**src/flash_guard_pkg.sv**
```systemverilog
// Shared constants and types for the status and write-protection block
package flash_guard_pkg;

	// ==========================================================
	// Status word bit positions
	localparam int SB_WEL  = 1;
	localparam int SB_BP0  = 2;
	localparam int SB_TB   = 5;
	localparam int SB_SEC  = 6;
	localparam int SB_SR_GUARD_LO = 7;
	localparam int SB_SR_GUARD_HI = 8;
	localparam int SB_QE   = 9;
	localparam int SB_LB1  = 11;
	localparam int SB_CMP  = 14;
	localparam int SB_SUS  = 15;

	// ==========================================================
	// Masks and reset values of the non-volatile image
	localparam logic [15:0] NV_RW_MASK = 16'h43FC;  // Complement, quad, guards, sector, top/bottom, block bits
	localparam logic [15:0] LB_MASK    = 16'h3800;  // One-time lock bits
	localparam logic [15:0] NV_FACTORY = 16'h0000;

	// ==========================================================
	// Instruction codes
	localparam logic [7:0] OP_WREN   = 8'h06;
	localparam logic [7:0] OP_WRDI   = 8'h04;
	localparam logic [7:0] OP_RDSR1  = 8'h05;
	localparam logic [7:0] OP_RDSR2  = 8'h35;
	localparam logic [7:0] OP_WRSR   = 8'h01;
	localparam logic [7:0] OP_PP     = 8'h02;
	localparam logic [7:0] OP_QPP    = 8'h32;
	localparam logic [7:0] OP_SE     = 8'h20;
	localparam logic [7:0] OP_BE32   = 8'h52;
	localparam logic [7:0] OP_BE64   = 8'hD8;
	localparam logic [7:0] OP_CE_A   = 8'hC7;
	localparam logic [7:0] OP_CE_B   = 8'h60;
	localparam logic [7:0] OP_SUSP   = 8'h75;
	localparam logic [7:0] OP_RESUME = 8'h7A;

	// ==========================================================
	// Byte counts that complete each instruction kind
	localparam logic [2:0] NB_WRSR_MIN  = 3'd2;
	localparam logic [2:0] NB_WRSR_FULL = 3'd3;
	localparam logic [2:0] NB_ERASE     = 3'd4;
	localparam logic [2:0] NB_PROGRAM   = 3'd5;
	localparam logic [2:0] NB_CHIP      = 3'd1;

	// ==========================================================
	// Array geometry, spans are size minus one
	localparam logic [18:0] ARRAY_TOP = 19'h7FFFF;
	localparam logic [18:0] SPAN_PAGE = 19'h000FF;
	localparam logic [18:0] SPAN_4K   = 19'h00FFF;
	localparam logic [18:0] SPAN_8K   = 19'h01FFF;
	localparam logic [18:0] SPAN_16K  = 19'h03FFF;
	localparam logic [18:0] SPAN_32K  = 19'h07FFF;
	localparam logic [18:0] SPAN_64K  = 19'h0FFFF;
	localparam logic [18:0] SPAN_128K = 19'h1FFFF;
	localparam logic [18:0] SPAN_256K = 19'h3FFFF;

	// ==========================================================
	// Memory operation kinds reported to the program/erase engine
	localparam logic [2:0] OPK_PAGE   = 3'h0;
	localparam logic [2:0] OPK_SECTOR = 3'h1;
	localparam logic [2:0] OPK_BLK32  = 3'h2;
	localparam logic [2:0] OPK_BLK64  = 3'h3;
	localparam logic [2:0] OPK_CHIP   = 3'h4;

	// ==========================================================
	// Types
	typedef enum logic [1:0] {ST_BOOT = 2'b00, ST_RUN = 2'b01, ST_HOLD = 2'b11} fsm_t;

	typedef struct packed {
		logic        hit;
		logic [18:0] lo;
		logic [18:0] hi;
	} range_t;

endpackage : flash_guard_pkg

```
**src/nv_store_if.sv**
```systemverilog
// Carrier between the guard logic and its non-volatile status store
`timescale 1ns/1ps
`default_nettype none
interface nv_store_if;
	logic        wrEn;
	logic [15:0] wrData;
	logic [15:0] rdData;

	modport ctrl  (output wrEn, output wrData, input rdData);
	modport store (input wrEn, input wrData, output rdData);
endinterface : nv_store_if
`default_nettype wire

```
**src/flash_status_guard.sv**
```systemverilog
// Status register protection, suspend and lock tracking, array range guard
//
// Notes on behaviour
// - Two guard bits stored at S8, S7
// - Guards 00: pin ignored, write needs latch
// - Guards 01, pin low, quad off: reject status writes
// - Guards 01, pin high: write needs latch
// - Guards 10: reject writes until power cycle
// - Power cycle turns guards 10 into 00
// - Guards 11: status writes rejected forever
// - Suspend flag at S15 set by 75h
// - Suspend flag cleared by 7Ah, power-up
// - Three lock bits S13-S11, default unlocked
// - Lock bits set once, never cleared
// - Quad enable at S9, zero keeps pins
// - Quad enable makes write-protect and hold pins ignored; quad lines never driven
// - Block decode, sector bit clear
// - Block decode, sector bit set
// - Complement bit inverts decoded range
// - Ignore erase/program overlapping protected range
// - Block bits at S4-S2, default zero
// - Complement bit at S14, default zero
// - Latch cleared after program, erase, write
`timescale 1ns/1ps
`default_nettype none
module flash_status_guard (
	input  wire logic        clk,
	input  wire logic        rst,
	input  wire logic        factoryLoad,
	input  wire logic        csN,
	input  wire logic        sclk,
	input  wire logic        dataIn,
	output logic             doOut,
	output logic             doOe,
	input  wire logic        quadLine2In,
	output logic             quadLine2Out,
	output logic             quadLine2Oe,
	input  wire logic        quadLine3In,
	output logic             quadLine3Out,
	output logic             quadLine3Oe,
	output logic             opGo,
	output logic             opBlocked,
	output logic [2:0]       opKind,
	output logic [23:0]      opAddr,
	output logic [2:0]       secureWritable,
	output logic             quadMode
);

	typedef struct packed {
		flash_guard_pkg::fsm_t st;
		logic [1:0]  csS;
		logic [1:0]  sclkS;
		logic [1:0]  diS;
		logic [1:0]  wpS;
		logic [1:0]  hdS;
		logic        csP;
		logic        sclkP;
		logic [2:0]  bitCnt;
		logic [2:0]  byteIdx;
		logic [7:0]  shIn;
		logic [7:0]  opcode;
		logic [23:0] addr;
		logic [7:0]  srLo;
		logic [7:0]  srHi;
		logic [7:0]  outSh;
		logic        reading;
		logic        write_enable_latch;
		logic        suspended_flag;
		logic        nvWr;
		logic [15:0] nvData;
		logic        doOut;
		logic        doOe;
		logic        quadLine2Out;
		logic        quadLine2Oe;
		logic        quadLine3Out;
		logic        quadLine3Oe;
		logic        opGo;
		logic        opBlocked;
		logic [2:0]  opKind;
		logic [23:0] opAddr;
		logic [2:0]  secureWritable;
		logic        quadMode;
	} state_t;

	state_t s_r;
	state_t s_nxt;

	nv_store_if nvBus ();
	logic [15:0]             nvWord;
	flash_guard_pkg::range_t rng;
	logic                    csRise;
	logic                    execNow;
	logic                    writeOk;
	logic                    holdAct;

	// ==========================================================
	// Non-volatile image
	nv_status_store u_store (
		.clk         (clk),
		.factoryLoad (factoryLoad),
		.port        (nvBus.store)
	);

	assign nvBus.wrEn   = s_r.nvWr;
	assign nvBus.wrData = s_r.nvData;
	assign nvWord       = nvBus.rdData;

	// ==========================================================
	// Protected range of the array for a given status image
	function automatic flash_guard_pkg::range_t guardRange(input logic [15:0] w);
		flash_guard_pkg::range_t r;
		logic [18:0] span;
		logic        none;
		logic        all;
		logic [2:0]  bp;
		r    = '0;
		span = '0;
		all  = 1'b0;
		bp   = w[flash_guard_pkg::SB_BP0 +: 3];
		none = (bp == 3'h0);
		if (!w[flash_guard_pkg::SB_SEC]) begin
			case (bp)
				3'h1:    span = flash_guard_pkg::SPAN_64K;
				3'h2:    span = flash_guard_pkg::SPAN_128K;
				3'h3:    span = flash_guard_pkg::SPAN_256K;
				default: all = !none;
			endcase
		end else begin
			case (bp)
				3'h1:    span = flash_guard_pkg::SPAN_4K;
				3'h2:    span = flash_guard_pkg::SPAN_8K;
				3'h3:    span = flash_guard_pkg::SPAN_16K;
				3'h7:    all = 1'b1;
				default: span = none ? 19'h00000 : flash_guard_pkg::SPAN_32K;
			endcase
		end
		// Top or bottom placement
		if (all) begin
			r.hit = 1'b1;
			r.hi  = flash_guard_pkg::ARRAY_TOP;
		end else if (!none) begin
			r.hit = 1'b1;
			r.lo  = w[flash_guard_pkg::SB_TB] ? 19'h00000 : flash_guard_pkg::ARRAY_TOP - span;
			r.hi  = w[flash_guard_pkg::SB_TB] ? span : flash_guard_pkg::ARRAY_TOP;
		end
		// Complement: the remaining part of the array, one piece, or nothing when the whole array is guarded
		if (w[flash_guard_pkg::SB_CMP]) begin
			if (none) begin
				r.hit = 1'b1;
				r.lo  = '0;
				r.hi  = flash_guard_pkg::ARRAY_TOP;
			end else if (all) begin
				r.hit = 1'b0;
			end else if (w[flash_guard_pkg::SB_TB]) begin
				r.lo = r.hi + 19'h00001;
				r.hi = flash_guard_pkg::ARRAY_TOP;
			end else begin
				r.hi = r.lo - 19'h00001;
				r.lo = '0;
			end
		end
		return r;
	endfunction : guardRange

	// Status word as read back: volatile flags merged with the image
	function automatic logic [15:0] statusOf(input logic [15:0] w, input logic write_enable_latch, input logic suspended_flag);
		logic [15:0] v;
		v = w & (flash_guard_pkg::NV_RW_MASK | flash_guard_pkg::LB_MASK);
		v[flash_guard_pkg::SB_WEL] = write_enable_latch;
		v[flash_guard_pkg::SB_SUS] = suspended_flag;
		return v;
	endfunction : statusOf

	// ==========================================================
	// Shared decode terms
	assign rng     = guardRange(nvWord);
	assign csRise  = s_r.csS[1] && !s_r.csP;
	assign execNow = csRise && (s_r.bitCnt == 3'd0) && (s_r.byteIdx != 3'd0) && (s_r.st != flash_guard_pkg::ST_BOOT);
	assign holdAct = !nvWord[flash_guard_pkg::SB_QE] && !s_r.hdS[1] && !s_r.csS[1];
	// Guard check: 00 free, 01 pin gated unless quad mode, 1x locked
	assign writeOk = s_r.write_enable_latch && !nvWord[flash_guard_pkg::SB_SR_GUARD_HI]
		&& (!nvWord[flash_guard_pkg::SB_SR_GUARD_LO] || nvWord[flash_guard_pkg::SB_QE] || s_r.wpS[1]);

	// ==========================================================
	// Next-state logic
	always_comb begin
		logic [7:0]  b;
		logic [7:0]  opc;
		logic [15:0] wIn;
		logic [15:0] stat;
		logic        memOp;
		logic [2:0]  kind;
		logic [2:0]  need;
		logic [18:0] span;
		logic [18:0] first;
		logic [18:0] last;
		b     = {s_r.shIn[6:0], s_r.diS[1]};
		opc   = (s_r.byteIdx == 3'd0) ? b : s_r.opcode;
		stat  = statusOf(nvWord, s_r.write_enable_latch, s_r.suspended_flag);
		wIn   = (s_r.byteIdx >= flash_guard_pkg::NB_WRSR_FULL) ? {s_r.srHi, s_r.srLo} : {nvWord[15:8], s_r.srLo};
		memOp = 1'b0;
		kind  = flash_guard_pkg::OPK_PAGE;
		need  = flash_guard_pkg::NB_PROGRAM;
		span  = flash_guard_pkg::SPAN_PAGE;
		first = '0;
		last  = '0;
		s_nxt = s_r;
		// Pin synchronisers and edge history
		s_nxt.csS   = {s_r.csS[0], csN};
		s_nxt.sclkS = {s_r.sclkS[0], sclk};
		s_nxt.diS   = {s_r.diS[0], dataIn};
		s_nxt.wpS   = {s_r.wpS[0], quadLine2In};
		s_nxt.hdS   = {s_r.hdS[0], quadLine3In};
		s_nxt.csP   = s_r.csS[1];
		s_nxt.sclkP = s_r.sclkS[1];
		s_nxt.nvWr      = 1'b0;
		s_nxt.opGo      = 1'b0;
		s_nxt.opBlocked = 1'b0;
		s_nxt.secureWritable = ~nvWord[flash_guard_pkg::SB_LB1 +: 3];
		s_nxt.quadMode       = nvWord[flash_guard_pkg::SB_QE];
		s_nxt.quadLine2Out   = 1'b0;
		s_nxt.quadLine2Oe    = 1'b0;
		s_nxt.quadLine3Out   = 1'b0;
		s_nxt.quadLine3Oe    = 1'b0;
		// Power-up: latch and suspend already clear, lock-down guard released
		case (s_r.st)
			flash_guard_pkg::ST_BOOT: begin
				s_nxt.st = flash_guard_pkg::ST_RUN;
				if (nvWord[flash_guard_pkg::SB_SR_GUARD_HI] && !nvWord[flash_guard_pkg::SB_SR_GUARD_LO]) begin
					s_nxt.nvWr   = 1'b1;
					s_nxt.nvData = nvWord & ~(16'h0001 << flash_guard_pkg::SB_SR_GUARD_HI);
				end
			end
			flash_guard_pkg::ST_RUN: begin
				if (holdAct) begin
					s_nxt.st = flash_guard_pkg::ST_HOLD;
				end
			end
			flash_guard_pkg::ST_HOLD: begin
				if (!holdAct) begin
					s_nxt.st = flash_guard_pkg::ST_RUN;
				end
			end
			default: s_nxt.st = flash_guard_pkg::ST_BOOT;
		endcase
		// Serial shifting, only while selected and not held
		if (s_r.st == flash_guard_pkg::ST_RUN && !holdAct && !s_r.csS[1]) begin
			if (s_r.sclkS[1] && !s_r.sclkP) begin
				s_nxt.shIn = b;
				s_nxt.bitCnt = s_r.bitCnt + 3'd1;
				if (s_r.bitCnt == 3'd7) begin
					if (s_r.byteIdx != 3'd7) begin
						s_nxt.byteIdx = s_r.byteIdx + 3'd1;
					end
					case (s_r.byteIdx)
						3'd0:    s_nxt.opcode = b;
						3'd1:    s_nxt.srLo = b;
						3'd2:    s_nxt.srHi = b;
						default: s_nxt.srHi = s_r.srHi;
					endcase
					if (s_r.byteIdx >= 3'd1 && s_r.byteIdx <= 3'd3) begin
						s_nxt.addr = {s_r.addr[15:0], b};
					end
					// Status bytes repeat until deselect
					if (opc == flash_guard_pkg::OP_RDSR1 || opc == flash_guard_pkg::OP_RDSR2) begin
						s_nxt.outSh   = (opc == flash_guard_pkg::OP_RDSR1) ? stat[7:0] : stat[15:8];
						s_nxt.reading = 1'b1;
					end
				end
			end else if (!s_r.sclkS[1] && s_r.sclkP && s_r.reading) begin
				s_nxt.doOut = s_r.outSh[7];
				s_nxt.outSh = {s_r.outSh[6:0], 1'b0};
				s_nxt.doOe  = 1'b1;
			end
		end else if (holdAct) begin
			s_nxt.doOe = 1'b0;
		end
		// Deselect ends the instruction
		if (s_r.csS[1]) begin
			s_nxt.bitCnt  = '0;
			s_nxt.byteIdx = '0;
			s_nxt.reading = 1'b0;
			s_nxt.doOe    = 1'b0;
		end
		// Instruction execution on deselect at a byte boundary
		if (execNow) begin
			case (s_r.opcode)
				flash_guard_pkg::OP_WREN:   s_nxt.write_enable_latch = 1'b1;
				flash_guard_pkg::OP_WRDI:   s_nxt.write_enable_latch = 1'b0;
				flash_guard_pkg::OP_SUSP:   s_nxt.suspended_flag = 1'b1;
				flash_guard_pkg::OP_RESUME: s_nxt.suspended_flag = 1'b0;
				flash_guard_pkg::OP_WRSR: begin
					// Rejected writes leave image and latch untouched
					if (s_r.byteIdx >= flash_guard_pkg::NB_WRSR_MIN && writeOk) begin
						s_nxt.nvWr   = 1'b1;
						s_nxt.nvData = (wIn & flash_guard_pkg::NV_RW_MASK)
							| ((wIn | nvWord) & flash_guard_pkg::LB_MASK);
						s_nxt.write_enable_latch    = 1'b0;
					end
				end
				flash_guard_pkg::OP_PP, flash_guard_pkg::OP_QPP: memOp = 1'b1;
				flash_guard_pkg::OP_SE: begin
					memOp = 1'b1;
					kind  = flash_guard_pkg::OPK_SECTOR;
					need  = flash_guard_pkg::NB_ERASE;
					span  = flash_guard_pkg::SPAN_4K;
				end
				flash_guard_pkg::OP_BE32: begin
					memOp = 1'b1;
					kind  = flash_guard_pkg::OPK_BLK32;
					need  = flash_guard_pkg::NB_ERASE;
					span  = flash_guard_pkg::SPAN_32K;
				end
				flash_guard_pkg::OP_BE64: begin
					memOp = 1'b1;
					kind  = flash_guard_pkg::OPK_BLK64;
					need  = flash_guard_pkg::NB_ERASE;
					span  = flash_guard_pkg::SPAN_64K;
				end
				flash_guard_pkg::OP_CE_A, flash_guard_pkg::OP_CE_B: begin
					memOp = 1'b1;
					kind  = flash_guard_pkg::OPK_CHIP;
					need  = flash_guard_pkg::NB_CHIP;
					span  = flash_guard_pkg::ARRAY_TOP;
				end
				default: s_nxt.write_enable_latch = s_r.write_enable_latch;
			endcase
		end
		// Range check of a program or erase against the guarded range
		first = s_r.addr[18:0] & ~span;
		last  = s_r.addr[18:0] | span;
		if (memOp && s_r.byteIdx >= need && s_r.write_enable_latch) begin
			s_nxt.opKind = kind;
			s_nxt.opAddr = {s_r.addr[23:19], first};
			if (rng.hit && first <= rng.hi && last >= rng.lo) begin
				s_nxt.opBlocked = 1'b1;
			end else begin
				s_nxt.opGo = 1'b1;
				s_nxt.write_enable_latch  = 1'b0;
			end
		end
		// Power-up reset: volatile state only
		if (rst) begin
			s_nxt = '0;
			s_nxt.csS   = 2'h3;
			s_nxt.csP   = 1'b1;
			s_nxt.secureWritable = 3'h7;
		end
	end

	always_ff @(posedge clk) begin
		s_r <= s_nxt;
	end

	// ==========================================================
	// Outputs straight from the state register
	assign doOut          = s_r.doOut;
	assign doOe           = s_r.doOe;
	assign quadLine2Out   = s_r.quadLine2Out;
	assign quadLine2Oe    = s_r.quadLine2Oe;
	assign quadLine3Out   = s_r.quadLine3Out;
	assign quadLine3Oe    = s_r.quadLine3Oe;
	assign opGo           = s_r.opGo;
	assign opBlocked      = s_r.opBlocked;
	assign opKind         = s_r.opKind;
	assign opAddr         = s_r.opAddr;
	assign secureWritable = s_r.secureWritable;
	assign quadMode       = s_r.quadMode;
endmodule : flash_status_guard
`default_nettype wire

```
**src/nv_status_store.sv**
```systemverilog
// Non-volatile status image that survives the power-up reset
`timescale 1ns/1ps
`default_nettype none
module nv_status_store (
	input  wire logic   clk,
	input  wire logic   factoryLoad,
	nv_store_if.store   port
);

	typedef struct packed {
		logic [15:0] word;
	} store_t;

	store_t s_r;
	store_t s_nxt;

	// ==========================================================
	// Update: factory load wins, otherwise a write replaces the image
	always_comb begin
		s_nxt = s_r;
		if (factoryLoad) begin
			s_nxt.word = flash_guard_pkg::NV_FACTORY;
		end else if (port.wrEn) begin
			s_nxt.word = port.wrData;
		end
	end

	// Deliberately not cleared by the power-up reset
	always_ff @(posedge clk) begin
		s_r <= s_nxt;
	end

	assign port.rdData = s_r.word;  // Read data straight from the register

endmodule : nv_status_store
`default_nettype wire

```
**config.mk**
```make
export PLATFORM = sky130hd
export DESIGN_NAME = flash_status_guard
export DESIGN_NICKNAME = d
export VERILOG_FILES = /design/src/flash_guard_pkg.sv /design/src/nv_store_if.sv /design/src/flash_status_guard.sv /design/src/nv_status_store.sv
export SDC_FILE = /design/constraint.sdc
export NUM_CORES = 1
export LEC_CHECK = 0
export ABC_AREA = 1
export BUFFER_PORTS_ARGS = -buffer_cell sky130_fd_sc_hd__buf_4
export CAP_MARGIN = 10
export CORE_ASPECT_RATIO = 0.6
export CORE_MARGIN = 5
export CORE_UTILIZATION = 57
export DETAILED_ROUTE_END_ITERATION = 6
export PLACE_DENSITY = 0.76
export SYNTH_ARGS = -nofsm -noshare
export SYNTH_HDL_FRONTEND = slang
export SYNTH_HIERARCHICAL = 1
export SYNTH_SLANG_ARGS = --single-unit
```
**constraint.sdc**
```tcl
create_clock -name clk -period 3.65 [get_ports clk]
set_clock_uncertainty 0.05 [all_clocks]
set_input_delay 0.1825 -clock clk [delete_from_list [all_inputs] [get_ports clk]]
set_output_delay 0.1825 -clock clk [all_outputs]
set_load 0.05 [all_outputs]
```
# Word level (Yosys, flattened, before mapping)
# Cells that the tools add are included.
[op_classes]
addsub = 5
order_cmp = 7
n_eq_ne = 30
muxes = 52
bitwise = 8
n_reduce_logical = 60
[op_table]
columns = ["op", "count"]
rows = [
  ["$mux 39", 3],
  ["$mux 19", 6],
  ["$mux 38", 2],
  ["$pmux 19 s4", 1],
  ["$mux 17", 4],
  ["$pmux 15 s4", 1],
  ["$pmux 18 s3", 1],
  ["$eq 8x7->1 const B", 4],
  ["$mux 8", 4],
  ["$mux 15", 2],
  ["$eq 8x3->1 const B", 3],
  ["$eq 8x6->1 const B", 3],
  ["$reduce_and 4->1", 6],
  ["$logic_and 1x1->1", 20],
  ["$add 19x1->19 const B", 1],
  ["$and 19x19->19", 1],
  ["$ge 19x19->1", 1],
  ["$le 19x19->1", 1],
  ["$not 19->19", 1],
  ["$or 19x19->19", 1],
  ["$sub 19x1->19 const B", 1],
  ["$sub 19x19->19 const A", 1],
  ["$mux 18", 1],
  ["$mux 9", 2],
  ["39 further kinds", 91],
]
[totals]
register_bits = 159
input_bits = 8
output_inout_bits = 39
elab_cells = 196

# Logic depth before layout (Yosys ltp)
[depth]
ltp_word = 18
ltp_mapped = 24
depth_no_buf = 24

# Modules after synthesis
# Netlist, hierarchy kept.
[by_module_without_submodules]
columns = ["module", "n_inst", "cells_per_inst", "area_per_inst_um2", "seq_area_each_um2"]
rows = [
  ["flash_status_guard", 1, 996, 6860.3, 2522.4],
  ["nv_status_store", 1, 101, 670.6, 320.3],
]

# Worst setup path before layout
# Ideal clock, no wire load.
[synth_path]
path_type = "register to register"
startpoint = "register s_r[123] in the netlist's numbering"
endpoint = "register s_r, in the netlist opGo"
setup_ns = 0.128
t_arrival_ns = 2.464
required_time_ns = 3.472
setup_slack_ns = 1.008
path_stages_with_launch = 17
n_path_buf = 0
period_less_slack_ns = 2.642
cell_sequence = "dfxtp_1 inv_1 ha_1 inv_1 nor2_1 nor3_2 nand2_1 inv_1 or2_2 ha_1 nand2_1 nor4_1 nand2_1 nand3_1 nand3_1 nand2_1 nor2_1"
[synth_via]
elab_chain_cells = 10
word_cells_on_any_way = 19
cone_classes = "order compare (3); mux (4); bitwise (4); reduce/logical (8)"
[synth_lines]
columns = ["element", "line", "text"]
rows = [
  ["start, declared", "flash_status_guard.sv:85", "state_t s_r;"],
  ["start signal, assigned", "flash_status_guard.sv:352", "s_r <= s_nxt;"],
  ["$reduce_bool 3->1", "flash_status_guard.sv:178", "assign execNow = csRise && (s_r.bitCnt == 3'd0) && (s_r.byteIdx != 3'd0) && (s_r.st != flash_guard_pkg::ST_BOO ..."],
  ["$logic_and 1x1->1 (2 in series)", "flash_status_guard.sv:178", ""],
  ["$mux 19", "flash_status_guard.sv:286", "if (execNow) begin"],
  ["$not 19->19", "flash_status_guard.sv:330", "first = s_r.addr[18:0] & ~span;"],
  ["$and 19x19->19", "flash_status_guard.sv:330", ""],
  ["$le 19x19->1", "flash_status_guard.sv:335", "if (rng.hit && first <= rng.hi && last >= rng.lo) begin"],
  ["$logic_and 1x1->1 (2 in series)", "flash_status_guard.sv:335", ""],
  ["$mux 1", "flash_status_guard.sv:335", ""],
]
# Several ways; a longest one is shown, not always the timed one.
# A chain may end at the register's enable or synchronous reset.

# Worst setup path in the final report
[layout_path]
startpoint = "register s_r[124] in the netlist's numbering"
endpoint = "register s_r, in the netlist opKind[1]"
[layout_via]
elab_chain_cells = 7
word_cells_on_any_way = 9
cone_classes = "order compare (1); mux (3); reduce/logical (5)"
[layout_lines]
columns = ["element", "line", "text"]
rows = [
  ["$reduce_bool 3->1", "flash_status_guard.sv:178", ""],
  ["$logic_and 1x1->1 (2 in series)", "flash_status_guard.sv:178", ""],
  ["$mux 3", "flash_status_guard.sv:286", ""],
  ["$ge 3x3->1", "flash_status_guard.sv:332", "if (memOp && s_r.byteIdx >= need && s_r.write_enable_latch) begin"],
  ["$logic_and 1x1->1 (2 in series)", "flash_status_guard.sv:332", ""],
]
# Several ways; a longest one is shown, not always the timed one.

==> summary.txt <==
Timing
  • Slew Limit Fails: 0
  • Final setup fails: 0
  • Relative slew margins: 0.206
  • Worst-Margin Slew: about 1.2 ns
  • Tcrit/Tclk final: 0.879
  • Sum Neg Setup Slack: 0 ns
  • Final hold vios: 0
  • Final min period: 3.21 ns
  • RSZ-0062 raised after global routing: no
  • Fmax: 312 MHz

Setup path
  • Critical path cell sequence: inv_1 -> ha_1 -> inv_1 -> nor2_1 -> nor3_2 -> nand2_1 -> inv_1 -> ha_1 -> a21oi_1 -> nor3_1 -> nand2_2 -> inv_2 -> nand2_1 -> nand2_1 -> nor2_1
  • R2R Path End: opKind[1]
  • Register-to-Register Setup Slack: 0.44 ns
  • CP max stage cell: dfxtp_1
  • CP Capture Type: flop
  • Setup crit start: s_r[124]
  • R2r startpoint: s_r[124]
  • R2R cell count: 15
  • Critical path startpoint category: flop
  • Critical path arrival: 3.48 ns
  • Setup Crit Path Kind: reg2reg
  • CP peak stage delay: 0.43 ns
  • Critical path endpoint: opKind[1]
  • WP data required: 3.92 ns
  • Crit path max fanout: 27

Routing
  • Vias: slightly below 7000
  • WL met3: 2030 um
  • Routed Antenna Nets: 0
  • Top Layer Used: met4
  • Met2 WL post-DR: 7170 um
  • Vias per inst: 5.41
  • WL final: 18800 um
  • Starting DRT DRC Count: about 630
  • Routed length per instance: approximately 15 um
  • Detailed Routing Iterations Pass 1: 6
  • Wl on met1: 9410 um
  • Residual DRC: 0

Layout
  • Commonest non-fill, non-tap cell in the layout: nand2_1
  • Diode count: 0
  • Area delta synth->final: 10.0%
  • Share of cells above drive strength 1: 0.0989
  • Fin nets: 1115
  • Most frequent cells in the layout: 207 x nand2_1, 163 x nor2_1, 134 x dfxtp_1

Die
  • DIE AREA: around 15000 sq um
  • Die W: 156 um
  • Initial core utilization: 0.591
  • IO Pins: 47
  • Standard-cell rows: 31
  • Die Y-Extent: around 97 um
  • Total core area: 12300 sq um

Run
  • Max-cap viol count: 0

Yosys
  • Post-Syn Instances: between 1000 and 1500
  • YS warnings: 6
  • Post-Syn Area: between 7000 and 8000 sq um
  • Synth Area per Inst: between 6 and 7 sq um

Placed design
  • PortBufs: 34
  • Routability cong.: about 0.96
  • Post-detail-place hpwl: 13500 um

Global route
  • Vias in the first global route: 5967
  • Largest net degree at the start of global routing: between 80 and 90
  • Initial antenna violation count: 0
  • Global-route wire length before repair: 30700 um
  • GRT overflow: 0
  • All-layer global routing usage: 0.251

Power and ir drop
  • Pwr/cell area: between 400 and 500 nW/um^2
  • Power Total: 0.00320 W
  • VDD IR-drop max: between 0.3 and 0.4 mV
  • Leakage Power: 3.68 nW

Clocking
  • Longest Clk Path Bufs: 2
  • Clock buffer count from CTS: 17
  • H-tree levels: 4
  • Clock Sink Count: 134
  • CTS tree: yes
  • PostCTS Resize Cnt: 0
  • Clock Latency Late Sink: 0.43 ns
  • Postcts setup bufs: 0
  • Root Buffer: clkbuf_16
  • Clock transition at path regs: 0.07 ns

Status
  • Status: completed

Min path
  • Worst hold path type: in2reg
-- flip-flops by register name, summed over array words and instances (netlist names) --
| name | count |
|---|---|
| s_r | 82 |
| opAddr | 16 |
| nvBus.wrData | 12 |
| u_store/port.rdData | 12 |
| opKind | 3 |
| secureWritable | 3 |
| doOe | 1 |
| doOut | 1 |
| nvBus.wrEn | 1 |
| opBlocked | 1 |
| opGo | 1 |
| quadMode | 1 |
-- power by group --
part	internal [W]	total (W)	switching, W
logic	0.0000233	0.0000987	0.0000754
clock network	0.000894	0.00163	0.000738
registers	0.00147	0.00147	0.00000324
-- worst min path at each step --
stage / endpoint / startpoint / cells past startpoint / slack [ns]
after global placement: s_r[139] / csN / 2 / 0.32
after global routing: s_r[133] / rst / 2 / 0.10
after floorplan: s_r[139] / csN / 1 / 0.24
after detailed placement: s_r[139] / csN / 2 / 0.32
final: opGo / rst / 2 / 0.09
after CTS: s_r[136] / rst / 2 / 0.09
-- routing by layer --
metal	vias to the layer above	GRT usage
met4	0	0.0625
met2	329	0.330
met3	25	0.0663
met5	-	0
li1	3363	-
met1	3028	0.396
-- critical path: cells and delay by family, from the launching register on --
| kind | cells | cell delay [ns] |
|---|---|---|
| AO/OA/AOI/OAI | 1 | 0.06 |
| flip-flops | 1 | 0.43 |
| buffers and inverters | 4 | 0.71 |
| AND/OR/NAND/NOR | 8 | 1.49 |
| adder cells (fa/ha/maj) | 2 | 0.35 |
-- cell type report --
type                       instances  area (sq um)
tap                              165           206
inverter                         129           484
timing repair buffer              45           350
sequential                       134          2680
clock buffer                      17           425
multi-input combinational        742          3690
clock inverter                    15           133
fill                            1089          4280
-- per-stage QoR --
step                      worst slack [ns]  hold slack [ns]   util  cell area, sq um  instances
final                                0.443           0.0950  0.650              7970       1247
after floorplan                       1.01            0.236      -              7310       1073
after detailed placement             0.476            0.320  0.601              7360       1210
after CTS                            0.462           0.0893  0.650              7970       1247
after global placement               0.462            0.318  0.601              7360       1210
after global routing                 0.107            0.100  0.650              7970       1247
-- timing repair --
| action | 4_1_cts | 5_1_grt |
|---|---|---|
| setup endpoints to repair | 0 | 0 |
| endpoints found under the hold margin | 5 | 0 |
| hold buffers | 5 | 0 |
Power figures use the tool's default switching activity.
